File: src/rtl/pmeic_pkg.sv
// Package: register map, field positions and reset values of the event/mask block
package pmeic_pkg;
  localparam logic [7:0] EVENT_A_ADDR = 8'h06;
  localparam logic [7:0] EVENT_B_ADDR = 8'h07;
  localparam logic [7:0] EVENT_C_ADDR = 8'h08;
  localparam logic [7:0] GPI_EVENT_FLAGS_HIGH_ADDR = 8'h09;
  localparam logic [7:0] MASK_SYSTEM_ADDR = 8'h0A;
  localparam logic [7:0] MASK_SUPPLY_ADDR = 8'h0B;
  localparam logic [7:0] MASK_INPUTS_LOW_ADDR = 8'h0C;
  localparam logic [7:0] MASK_INPUTS_HIGH_ADDR = 8'h0D;
  localparam logic [7:0] CONTROL_ADDR = 8'h0E;
  // Writable bits of the first mask and event register
  localparam logic [7:0] SYSTEM_BITS = 8'h19;
  localparam int SEQ_DONE_BIT = 4;
  localparam int ADC_READY_BIT = 3;
  localparam int BUTTON_BIT = 0;
  // Summary bits of the first event register
  localparam int SUM_D_BIT = 7;
  localparam int SUM_C_BIT = 6;
  localparam int SUM_B_BIT = 5;
  // Control register fields
  localparam int LOCK_SECOND_BIT = 6;
  localparam int LOCK_MAIN_BIT = 5;
  localparam int LOCK_SYSTEM_BIT = 4;
  localparam int STANDBY_BIT = 3;
  localparam int SECOND_TARGET_BIT = 2;
  localparam int MAIN_TARGET_BIT = 1;
  localparam int SYSTEM_TARGET_BIT = 0;
  localparam logic [7:0] CONTROL_RW_BITS = 8'h7F;
  localparam logic [7:0] MASK_RESET = 8'h00;
  localparam logic [7:0] CONTROL_RESET = 8'h00;
  localparam logic [7:0] EVENT_RESET = 8'h00;
  // Input port event positions in the fourth event register
  localparam int INPUT8_BIT = 0;
  localparam int INPUT9_BIT = 1;
endpackage : pmeic_pkg

File: src/rtl/pmeic_bus_if.sv
// Interface: internal register write strobe bundle
`timescale 1ns/1ps
interface pmeic_bus_if;
  logic wr_en;
  logic [7:0] addr;
  logic [7:0] wdata;
  modport master (output wr_en, output addr, output wdata);
  modport slave (input wr_en, input addr, input wdata);
endinterface : pmeic_bus_if

File: src/rtl/pmeic_event_reg.sv
// One 8-bit event register: latch, write-back clear and one-cycle deferral of events during a clear
`timescale 1ns/1ps
module pmeic_event_reg #(
  parameter logic [7:0] ADDR = 8'h06,
  parameter logic [7:0] VALID = 8'hFF
) (
  input wire logic i_core_clk,
  input wire logic i_srst,
  input wire logic i_hold,
  pmeic_bus_if.slave bus,
  input wire logic [7:0] i_set,
  output logic [7:0] o_flags
);
  logic [7:0] deferred;
  logic clr_hit;

  assign clr_hit = bus.wr_en && (bus.addr == ADDR);

  // Events arriving while a clear is in progress wait one cycle, then latch
  always_ff @(posedge i_core_clk) begin
    if (i_srst || i_hold) begin
      deferred <= pmeic_pkg::EVENT_RESET;
    end else if (clr_hit) begin
      deferred <= i_set & VALID;
    end else begin
      deferred <= pmeic_pkg::EVENT_RESET;
    end
  end

  always_ff @(posedge i_core_clk) begin
    if (i_srst || i_hold) begin
      o_flags <= pmeic_pkg::EVENT_RESET;
    end else if (clr_hit) begin
      o_flags <= (o_flags & ~bus.wdata) | deferred;
    end else begin
      o_flags <= o_flags | ((i_set | deferred) & VALID);
    end
  end
endmodule : pmeic_event_reg

File: src/rtl/pmeic_top.sv
// Event collection, interrupt masking and domain control register
`timescale 1ns/1ps
// Functional notes
// - Interrupt line stays low until every unmasked pending event is written back.
// - Writing back the read value clears each set event bit.
// - Fourth event bits 1 and 0 flag input 9 and input 8 port events.
// - First mask bits 4, 3, 0 mask sequencer, ADC and button events.
// - Second mask bits 7..0 mask the eight supply-related events.
// - Third mask bits mask inputs 7..0, bits 2..0 also ADC thresholds.
// - Fourth mask bits mask inputs 15..8 and their shared port events.
// - Control bits 6..4 of a write lock the three target bits against that same write.
// - Control bit 3 picks standby or hibernate on system domain release.
// - Control bits 2 and 1 hold second and main domain targets.
// - Any unmasked set event drives the interrupt line low.
// - Interrupt held inactive during power-up until events are cleared.
// - Events arriving during a clear are delayed, never lost.
// - Control bit 0 holds the system domain target.
module pmeic_top (
  input wire logic i_core_clk,
  input wire logic i_srst,
  input wire logic i_reg_wr,
  input wire logic i_reg_rd,
  input wire logic [7:0] i_reg_addr,
  input wire logic [7:0] i_reg_wdata,
  output logic [7:0] o_reg_rdata,
  input wire logic [7:0] i_ev_system,
  input wire logic [7:0] i_ev_supply,
  input wire logic [7:0] i_ev_inputs_low,
  input wire logic [7:0] i_ev_inputs_high,
  input wire logic i_powerup_active,
  input wire logic [2:0] i_otp_load,
  input wire logic [2:0] i_otp_targets,
  input wire logic i_system_domain_port,
  input wire logic i_main_domain_port,
  input wire logic i_second_domain_port,
  output logic o_irq_out_n,
  output logic o_system_target,
  output logic o_main_target,
  output logic o_second_target,
  output logic o_standby_select
);
  // ----------------------------------------------------------------
  // Input synchronisers
  // ----------------------------------------------------------------
  logic [2:0] port_meta;
  logic [2:0] port_sync;
  logic [2:0] port_prev;
  logic [2:0] port_edge;

  // Enable ports are asynchronous pins: two flops before any logic reads them
  always_ff @(posedge i_core_clk) begin
    if (i_srst) begin
      port_meta <= 3'h0;
      port_sync <= 3'h0;
    end else begin
      port_meta <= {i_second_domain_port, i_main_domain_port, i_system_domain_port};
      port_sync <= port_meta;
    end
  end

  // Edge history reads only the second flop
  always_ff @(posedge i_core_clk) begin
    if (i_srst) begin
      port_prev <= 3'h0;
    end else begin
      port_prev <= port_sync;
    end
  end

  // Both edges count: any level change on a port is an event
  assign port_edge = port_sync ^ port_prev;

  // ----------------------------------------------------------------
  // Internal write bus
  // ----------------------------------------------------------------
  pmeic_bus_if bus ();
  assign bus.wr_en = i_reg_wr;
  assign bus.addr = i_reg_addr;
  assign bus.wdata = i_reg_wdata;

  // ----------------------------------------------------------------
  // Event registers
  // ----------------------------------------------------------------
  logic [7:0] flags_system;
  logic [7:0] flags_supply;
  logic [7:0] flags_inputs_low;
  logic [7:0] gpi_event_flags_high;
  logic [7:0] set_inputs_high;

  // Port activity shares the input 8/9/10 event bits
  always_comb begin
    set_inputs_high = i_ev_inputs_high;
    set_inputs_high[pmeic_pkg::INPUT8_BIT] |= port_edge[0];
    set_inputs_high[pmeic_pkg::INPUT9_BIT] |= port_edge[1];
    // The second domain port shares the input 10 bit, just above input 9
    set_inputs_high[pmeic_pkg::INPUT9_BIT + 1] |= port_edge[2];
  end

  pmeic_event_reg #(
    .ADDR(pmeic_pkg::EVENT_A_ADDR),
    .VALID(pmeic_pkg::SYSTEM_BITS)
  ) u_ev_system (
    .i_core_clk(i_core_clk),
    .i_srst(i_srst),
    .i_hold(i_powerup_active),
    .bus(bus),
    .i_set(i_ev_system),
    .o_flags(flags_system)
  );

  pmeic_event_reg #(
    .ADDR(pmeic_pkg::EVENT_B_ADDR),
    .VALID(8'hFF)
  ) u_ev_supply (
    .i_core_clk(i_core_clk),
    .i_srst(i_srst),
    .i_hold(i_powerup_active),
    .bus(bus),
    .i_set(i_ev_supply),
    .o_flags(flags_supply)
  );

  pmeic_event_reg #(
    .ADDR(pmeic_pkg::EVENT_C_ADDR),
    .VALID(8'hFF)
  ) u_ev_inputs_low (
    .i_core_clk(i_core_clk),
    .i_srst(i_srst),
    .i_hold(i_powerup_active),
    .bus(bus),
    .i_set(i_ev_inputs_low),
    .o_flags(flags_inputs_low)
  );

  pmeic_event_reg #(
    .ADDR(pmeic_pkg::GPI_EVENT_FLAGS_HIGH_ADDR),
    .VALID(8'hFF)
  ) u_ev_inputs_high (
    .i_core_clk(i_core_clk),
    .i_srst(i_srst),
    .i_hold(i_powerup_active),
    .bus(bus),
    .i_set(set_inputs_high),
    .o_flags(gpi_event_flags_high)
  );

  // ----------------------------------------------------------------
  // Mask registers
  // ----------------------------------------------------------------
  logic [7:0] irq_mask_system;
  logic [7:0] irq_mask_supply;
  logic [7:0] irq_mask_inputs_low;
  logic [7:0] irq_mask_inputs_high;

  // Reserved bits of the first mask never store a one
  always_ff @(posedge i_core_clk) begin
    if (i_srst) begin
      irq_mask_system <= pmeic_pkg::MASK_RESET;
    end else if (i_reg_wr && (i_reg_addr == pmeic_pkg::MASK_SYSTEM_ADDR)) begin
      irq_mask_system <= i_reg_wdata & pmeic_pkg::SYSTEM_BITS;
    end
  end

  always_ff @(posedge i_core_clk) begin
    if (i_srst) begin
      irq_mask_supply <= pmeic_pkg::MASK_RESET;
    end else if (i_reg_wr && (i_reg_addr == pmeic_pkg::MASK_SUPPLY_ADDR)) begin
      irq_mask_supply <= i_reg_wdata;
    end
  end

  always_ff @(posedge i_core_clk) begin
    if (i_srst) begin
      irq_mask_inputs_low <= pmeic_pkg::MASK_RESET;
    end else if (i_reg_wr && (i_reg_addr == pmeic_pkg::MASK_INPUTS_LOW_ADDR)) begin
      irq_mask_inputs_low <= i_reg_wdata;
    end
  end

  always_ff @(posedge i_core_clk) begin
    if (i_srst) begin
      irq_mask_inputs_high <= pmeic_pkg::MASK_RESET;
    end else if (i_reg_wr && (i_reg_addr == pmeic_pkg::MASK_INPUTS_HIGH_ADDR)) begin
      irq_mask_inputs_high <= i_reg_wdata;
    end
  end

  // ----------------------------------------------------------------
  // Interrupt line
  // ----------------------------------------------------------------
  logic [3:0] pending_by_reg;
  logic unmasked_pending;

  // A mask gates only the line; the flag itself keeps latching
  assign pending_by_reg[0] = |(flags_system & ~irq_mask_system);
  assign pending_by_reg[1] = |(flags_supply & ~irq_mask_supply);
  assign pending_by_reg[2] = |(flags_inputs_low & ~irq_mask_inputs_low);
  assign pending_by_reg[3] = |(gpi_event_flags_high & ~irq_mask_inputs_high);
  assign unmasked_pending = |pending_by_reg;

  // Line is forced inactive through power-up, while the flags are cleared
  always_ff @(posedge i_core_clk) begin
    if (i_srst || i_powerup_active) begin
      o_irq_out_n <= 1'b1;
    end else begin
      o_irq_out_n <= ~unmasked_pending;
    end
  end

  // ----------------------------------------------------------------
  // Domain control register
  // ----------------------------------------------------------------
  logic [7:0] power_domain_control;
  logic [7:0] next_control;
  logic [2:0] target_lock;

  // Lock bits act on the data of the same write, not on the stored value
  assign target_lock = i_reg_wdata[pmeic_pkg::LOCK_SECOND_BIT:pmeic_pkg::LOCK_SYSTEM_BIT];

  always_comb begin
    next_control = power_domain_control;
    if (i_reg_wr && (i_reg_addr == pmeic_pkg::CONTROL_ADDR)) begin
      next_control[pmeic_pkg::LOCK_SECOND_BIT:pmeic_pkg::STANDBY_BIT] =
        i_reg_wdata[pmeic_pkg::LOCK_SECOND_BIT:pmeic_pkg::STANDBY_BIT];
      for (int k = 0; k < 3; k++) begin
        if (!target_lock[k]) begin
          next_control[k] = i_reg_wdata[k];
        end
      end
    end
    // One-time defaults and the enable ports override the stored targets
    for (int k = 0; k < 3; k++) begin
      if (i_otp_load[k]) begin
        next_control[k] = i_otp_targets[k];
      end else if (port_edge[k]) begin
        next_control[k] = port_sync[k];
      end
    end
    next_control = next_control & pmeic_pkg::CONTROL_RW_BITS;
  end

  always_ff @(posedge i_core_clk) begin
    if (i_srst) begin
      power_domain_control <= pmeic_pkg::CONTROL_RESET;
    end else begin
      power_domain_control <= next_control;
    end
  end

  // Outputs load the next value so they change on the same edge as the register
  always_ff @(posedge i_core_clk) begin
    if (i_srst) begin
      o_system_target <= 1'b0;
      o_main_target <= 1'b0;
      o_second_target <= 1'b0;
      o_standby_select <= 1'b0;
    end else begin
      o_system_target <= next_control[pmeic_pkg::SYSTEM_TARGET_BIT];
      o_main_target <= next_control[pmeic_pkg::MAIN_TARGET_BIT];
      o_second_target <= next_control[pmeic_pkg::SECOND_TARGET_BIT];
      o_standby_select <= next_control[pmeic_pkg::STANDBY_BIT];
    end
  end

  // ----------------------------------------------------------------
  // Read port
  // ----------------------------------------------------------------
  logic [7:0] read_mux;
  logic [7:0] summary_bits;

  always_comb begin
    summary_bits = 8'h00;
    summary_bits[pmeic_pkg::SUM_D_BIT] =
      |(flags_supply | flags_inputs_low | gpi_event_flags_high);
    summary_bits[pmeic_pkg::SUM_C_BIT] = |(flags_supply | flags_inputs_low);
    summary_bits[pmeic_pkg::SUM_B_BIT] = |flags_supply;
  end

  // Unmapped addresses read as zero
  always_comb begin
    case (i_reg_addr)
      pmeic_pkg::EVENT_A_ADDR: read_mux = summary_bits | flags_system;
      pmeic_pkg::EVENT_B_ADDR: read_mux = flags_supply;
      pmeic_pkg::EVENT_C_ADDR: read_mux = flags_inputs_low;
      pmeic_pkg::GPI_EVENT_FLAGS_HIGH_ADDR: read_mux = gpi_event_flags_high;
      pmeic_pkg::MASK_SYSTEM_ADDR: read_mux = irq_mask_system;
      pmeic_pkg::MASK_SUPPLY_ADDR: read_mux = irq_mask_supply;
      pmeic_pkg::MASK_INPUTS_LOW_ADDR: read_mux = irq_mask_inputs_low;
      pmeic_pkg::MASK_INPUTS_HIGH_ADDR: read_mux = irq_mask_inputs_high;
      pmeic_pkg::CONTROL_ADDR: read_mux = power_domain_control;
      default: read_mux = 8'h00;
    endcase
  end

  always_ff @(posedge i_core_clk) begin
    if (i_srst) begin
      o_reg_rdata <= 8'h00;
    end else if (i_reg_rd) begin
      o_reg_rdata <= read_mux;
    end
  end
endmodule : pmeic_top

File: config.mk
export PLATFORM = sky130hd
export DESIGN_NAME = pmeic_top
export DESIGN_NICKNAME = d
export VERILOG_FILES = /design/src/rtl/pmeic_pkg.sv /design/src/rtl/pmeic_bus_if.sv /design/src/rtl/pmeic_event_reg.sv /design/src/rtl/pmeic_top.sv
export SDC_FILE = /design/constraint.sdc
export NUM_CORES = 1
export LEC_CHECK = 0
export ABC_AREA = 1
export CORE_MARGIN = 2
export CORE_UTILIZATION = 25
export CTS_CLUSTER_DIAMETER = 120
export DETAILED_ROUTE_END_ITERATION = 12
export DONT_BUFFER_PORTS = 1
export GPL_TIMING_DRIVEN = 0
export PLACE_DENSITY_LB_ADDON = 0.15
export REMOVE_ABC_BUFFERS = 1
export SETUP_SLACK_MARGIN = 0.2
export SLEW_MARGIN = 10
export SYNTH_ARGS = -nofsm -noshare
export SYNTH_HDL_FRONTEND = slang
export SYNTH_SLANG_ARGS = --single-unit
File: constraint.sdc
create_clock -name i_core_clk -period 3.75 [get_ports i_core_clk]
set_input_delay 0.75 -clock i_core_clk [delete_from_list [all_inputs] [get_ports i_core_clk]]
set_output_delay 0.75 -clock i_core_clk [all_outputs]
set_load 0.005 [all_outputs]
After elaboration in Yosys (flattened, before gate mapping)
Index checks and enable logic that the tools add are counted.

storage, ports and cells
  flip-flop bits (word level) = 116
  input port bits = 62
  output and inout bits = 13
  word-level logic and storage cells = 103

operators by class
  equality and inequality tests = 9
  muxes and demuxes = 15
  bitwise gates (word level) = 37
  reductions and logical operators = 18

operators with widths
  kind                  number
  $or A8 B8 Y8          12
  $pmux W8 S9           1
  $and A8 B8 Y8         8
  $eq A8 B4 Y1 const B  7
  $mux W8               4
  $not A8 Y8            4
  $reduce_or A32 Y1     1
  $reduce_or A8 Y1      3
  $eq A8 B3 Y1 const B  2
  $or A8 B5 Y8          2
  $logic_and A1 B1 Y1   9
  $mux W1               9
  $not A5 Y8            1
  $reduce_or A2 Y1      4
  $not A1 Y1            5
  $or A5 B5 Y5          1
  $mux W4               1
  $or A1 B1 Y1          3
  $xor A3 B3 Y3         1
  $logic_or A1 B1 Y1    1

Longest topological paths before layout
  word-level depth = 5
  mapped depth = 11
  gate-level depth less buffers = 11

Modules after synthesis
Synthesis repeated with hierarchy kept, for this count alone.

unflattened totals
  cells, all modules = 839
  area total of the unflattened synthesis = 5,713.0 um2

modules (own cells, without submodules)
  module                               times used  cells an instance  area an instance (um2)  seq. area each (um2)
  pmeic_top                            1           481                3,084.2                 1,041.0
  pmeic_event_reg at u_ev_inputs_high  1           96                 714.4                   320.3
  pmeic_event_reg at u_ev_inputs_low   1           99                 714.4                   320.3
  pmeic_event_reg at u_ev_supply       1           96                 693.2                   320.3
  pmeic_event_reg at u_ev_system       1           67                 506.7                   220.2

Worst setup path before layout
Ideal clock, no wire load.

  path kind = input-to-reg
  from = input i_reg_addr[7]
  to = register irq_mask_supply[1]
  library setup time = 119 ps
  arrival = 1,615 ps
  data required time = 3,631 ps
  slack = 2,016 ps
  stages on the path = 7
  path buffers = 1
  path through = nor2_1 nand2_1 nor3_4 nand2_2 buf_6 o21ai_0 a21oi_1

between the ends
  word-level cells in the longest chain between the ends = 2

ends and longest elaborated chain
  element               line              text
  start, declared       pmeic_top.sv:23   input wire logic [7:0] i_reg_addr,
  $eq A8 B4 Y1          pmeic_top.sv:167  end else if (i_reg_wr && (i_reg_addr == pmeic_pkg::MASK_SUPPLY_ADDR)) begin
  $logic_and A1 B1 Y1   pmeic_top.sv:167
  end signal, assigned  pmeic_top.sv:166  irq_mask_supply <= pmeic_pkg::MASK_RESET;
  end signal, assigned  pmeic_top.sv:168  irq_mask_supply <= i_reg_wdata;
  end, declared         pmeic_top.sv:151  logic [7:0] irq_mask_supply;

Every way passes these cells.
A chain may end at the register's enable or synchronous reset.

Worst setup path after layout
  from = input i_srst
  to = register u_ev_inputs_high.o_flags[7]

between the ends
  word-level cells in the longest chain between the ends = 1

ends and longest elaborated chain
  element               line                   text
  start, declared       pmeic_top.sv:20        input wire logic i_srst,
  $logic_or A1 B1 Y1    pmeic_event_reg.sv:31  if (i_srst || i_hold) begin
  end signal, assigned  pmeic_event_reg.sv:32  o_flags <= pmeic_pkg::EVENT_RESET;
  end signal, assigned  pmeic_event_reg.sv:34  o_flags <= (o_flags & ~bus.wdata) | deferred;
  end signal, assigned  pmeic_event_reg.sv:36  o_flags <= o_flags | ((i_set | deferred) & VALID);
  end, declared         pmeic_event_reg.sv:12  output logic [7:0] o_flags

Every way passes these cells.

==> flow_metrics.env <==
export IMPL_outcome="completed"
export IMPL_path_cells="nor2_1 > clkinv_1 > a21oi_1"
export IMPL_grtUsageTotal_pct=16.0
export IMPL_drive_above_1_share_pct=6.68
export IMPL_wl_met2_um=7470
export IMPL_antenna_found_initial=1
export IMPL_cts_tree="yes"
export IMPL_met3_length_um=1170
export IMPL_drt_iter0_markers=207
export IMPL_avgSynthCellArea_um2=7.11
export IMPL_min_period_ps=2660
export IMPL_area_growth_pct=9.97
export IMPL_grt_pass1_vias=4276
export IMPL_ys_types=33
export IMPL_wl_um=16700
export IMPL_hp_start="port_meta[1]$_SDFF_PP0_"
export IMPL_htreeDepth=3
export IMPL_hpwl_um=12700
export IMPL_yosys_most_used_dff="dfxtp_1"
export IMPL_fin_nets=761
export IMPL_p_int_mw=1.71
export IMPL_startpoint="i_srst"
export IMPL_drt_first_pass_iters=5
export IMPL_via_per_inst=4.57
export IMPL_cts_clk_slew_worst_paths_ps=70
export IMPL_r2r_end="o_reg_rdata[7]$_SDFFE_PP0P_"
export IMPL_yosysSeqAreaShare_pct=44.2
export IMPL_ir_drop_uv=192
export IMPL_finalInstanceArea_mm2=0.00552
export IMPL_yosysMostFrequentCell="dfxtp_1"
export IMPL_cts_inserted_buffers=9
export IMPL_antenna_left=0
export IMPL_min_to="port_sync[1]$_SDFF_PP0_"
export IMPL_r2r_slack_ps=2300
export IMPL_max_cap_violations=0
export IMPL_yosys_warnings=0
export IMPL_routedWlPerCell_um=17.2
export IMPL_dp_worst_setup_slack_ps=704
export IMPL_grt_pass1_wl_um=25500
export IMPL_cts_root_buffer="clkbuf_16"
export IMPL_arrival_ps=2930
export IMPL_clkPwrFrac_pct=40.4
export IMPL_mappedNetlistArea_mm2=0.00502
export IMPL_crit_type="input pin to register"
export IMPL_fmax_mhz=377
export IMPL_endpoint_kind="register"
export IMPL_cts_sinks=111
export IMPL_finalHoldWorstSlack_ps=402
export IMPL_ctsHoldBuffers=0
export IMPL_start_util_pct=25.6
export IMPL_maxUsedRoutingLayer="met4"
export IMPL_synth_area_leaders="dfxtp_1 44%, a21oi_1 9.2%, inv_1 7.9%, nand2_1 7.8%, nor2_1 7.4%"
export IMPL_hp_class="register to register"
export IMPL_syn_inst=706
export IMPL_die_h_um=146
export IMPL_rows=51
export IMPL_fin_ws_ps=1090
export IMPL_async_flop_share_pct=0
export IMPL_synth_common_cells="111 x dfxtp_1, 106 x inv_1, 105 x nand2_1, 99 x nor2_1, 92 x a21oi_1"
export IMPL_p_seq_share_pct=52.8
export IMPL_yosys_area_top_type="dfxtp_1"
export IMPL_setup_viol=0
export IMPL_slew_violations=0
export IMPL_finalCoreUtilization_pct=28.2
export IMPL_switching_share_pct=26.4
export IMPL_timing_rr_start="u_ev_inputs_low.o_flags[6]$_SDFF_PP0_"
export IMPL_port_buffer_count=0
export IMPL_synth_seq_cells=111
export IMPL_cts_resized=0
export IMPL_dpl_cell_count=953
export IMPL_cts_buffer_depth=2
export IMPL_synth_edf_count=0
export IMPL_worstRegToRegCells=8
export IMPL_insertion_delay_ps=370
export IMPL_hold_viol_final=0
export IMPL_die_w_um=146
export IMPL_wl_met1_um=7630
export IMPL_worstMarginPinSlew_ps=1170
export IMPL_die_area_mm2=0.0212
export IMPL_drcViolationCount=0
export IMPL_place_area_mm2=0.00524
export IMPL_fin_worst_skew_ps=13.6
export IMPL_final_cells=970
export IMPL_vias=4432
export IMPL_gr_total_overflow=0
export IMPL_cp_max_fo=27
export IMPL_synth_top_area_share_pct=44.2
export IMPL_num_io_pins=75
export IMPL_grt_max_degree=55
export IMPL_crit_slowest_cell="clkinv_1"
export IMPL_rsz0062_at_grt="no"
export IMPL_comb_power_share_pct=6.8
export IMPL_required_ps=4020
export IMPL_post_cts_buffers=0
export IMPL_core_area_mm2=0.0196
export IMPL_power_mw=2.33
export IMPL_gp_congestion=0.877
export IMPL_holdPathStages=2
export IMPL_powerDensity_mw_per_mm2=422
export IMPL_fin_setup_tns_ps=0
export IMPL_switching_power_mw=0.616
export IMPL_start_kind="input pin"
export IMPL_critical_path_max_stage_delay_ps=1020
export IMPL_maxSlewHeadroom_pct=21.8
export IMPL_fin_crit_sh_pct=70.8
export IMPL_leakage_nw=2.37
-- cells by family (layout without fill, tap and decap cells) --
kind of cell	after synthesis	count (layout)	share of synthesized area, %
AND/OR/NAND/NOR	297	297	27.2
AO/OA/AOI/OAI	168	168	17.9
buffers and inverters	130	128	10.6
flip-flops	111	111	44.2
other	0	1	0
-- worst max-delay path, delay by kind of cell --
kind                   cells  cell delay, ps
buffers and inverters      1            1020
AND/OR/NAND/NOR            1             780
AO/OA/AOI/OAI              1             360
-- worst max path at each step --
stage	cells after the start	end	slack, ps
floorplan	8	u_ev_system.o_flags[7]$_SDFFE_PP0P_	1520
global placement	3	u_ev_supply.o_flags[3]$_SDFF_PP0_	740
detailed placement	3	u_ev_inputs_low.o_flags[0]$_SDFF_PP0_	700
CTS	3	u_ev_inputs_low.o_flags[0]$_SDFF_PP0_	1090
global route	3	u_ev_system.o_flags[3]$_SDFF_PP0_	840
finish	3	u_ev_inputs_high.o_flags[7]$_SDFF_PP0_	1090
-- area by class of cell --
type	count	area, um^2
clock buffers	10	229
well taps	265	332
multi-input cells	465	2270
fillers	2198	14100
flip-flops and latches	111	2220
clock inverters	6	50.0
diodes	1	2.50
inverters	112	422
-- cells in the final DEF, fill, tap and decap left out, types with 2 or more instances in the layout --
cell	synthesis	final
a21oi_1	92	92
a21oi_2	5	5
a221oi_1	3	3
clkbuf_16	0	9
clkinv_2	1	3
dfxtp_1	111	111
inv_1	106	106
inv_2	4	4
inv_6	0	2
inv_8	0	2
nand2_1	105	105
nand2_2	2	2
nand2_4	2	2
nand3_1	66	66
nand3_4	2	2
nor2_1	99	99
nor2_2	4	4
nor2_4	6	6
nor2_8	2	2
nor3_1	4	4
o211ai_1	5	5
o21ai_0	54	54
o21ai_2	2	2
o22ai_1	5	5
-- layer usage --
layer / vias up / GRT usage (%)
met5: - / 0
met4: 0 / 7.01
met3: 22 / 4.45
met2: 105 / 25.3
met1: 2045 / 20.6
li1: 2260 / -
-- power groups by stage --
stage          logic (mW)  registers [mW]  clock network (mW)
4_1_cts             0.161            1.23               0.962
5_1_grt             0.181            1.23                1.02
3_3_place_gp        0.158            1.26                   0
6_report            0.159            1.23               0.942
3_5_place_dp        0.160            1.26                   0
2_1_floorplan       0.116            1.24                   0
-- state kept, by name, summed over array words and instances, names as in the netlist --
register and flops:
u_ev_inputs_low.deferred 8, port_prev 3, u_ev_system.deferred 3, irq_mask_system 3
u_ev_supply.o_flags 8, u_ev_inputs_high.o_flags 8, o_reg_rdata 8, u_ev_inputs_low.o_flags 8
port_sync 3, u_ev_system.o_flags 8, irq_mask_inputs_low 8, u_ev_supply.deferred 8
irq_mask_inputs_high 8, irq_mask_supply 8, port_meta 3, o_irq_out_n 1
u_ev_inputs_high.deferred 8, power_domain_control 7
No activity file was read; power rests on OpenSTA's default activity.
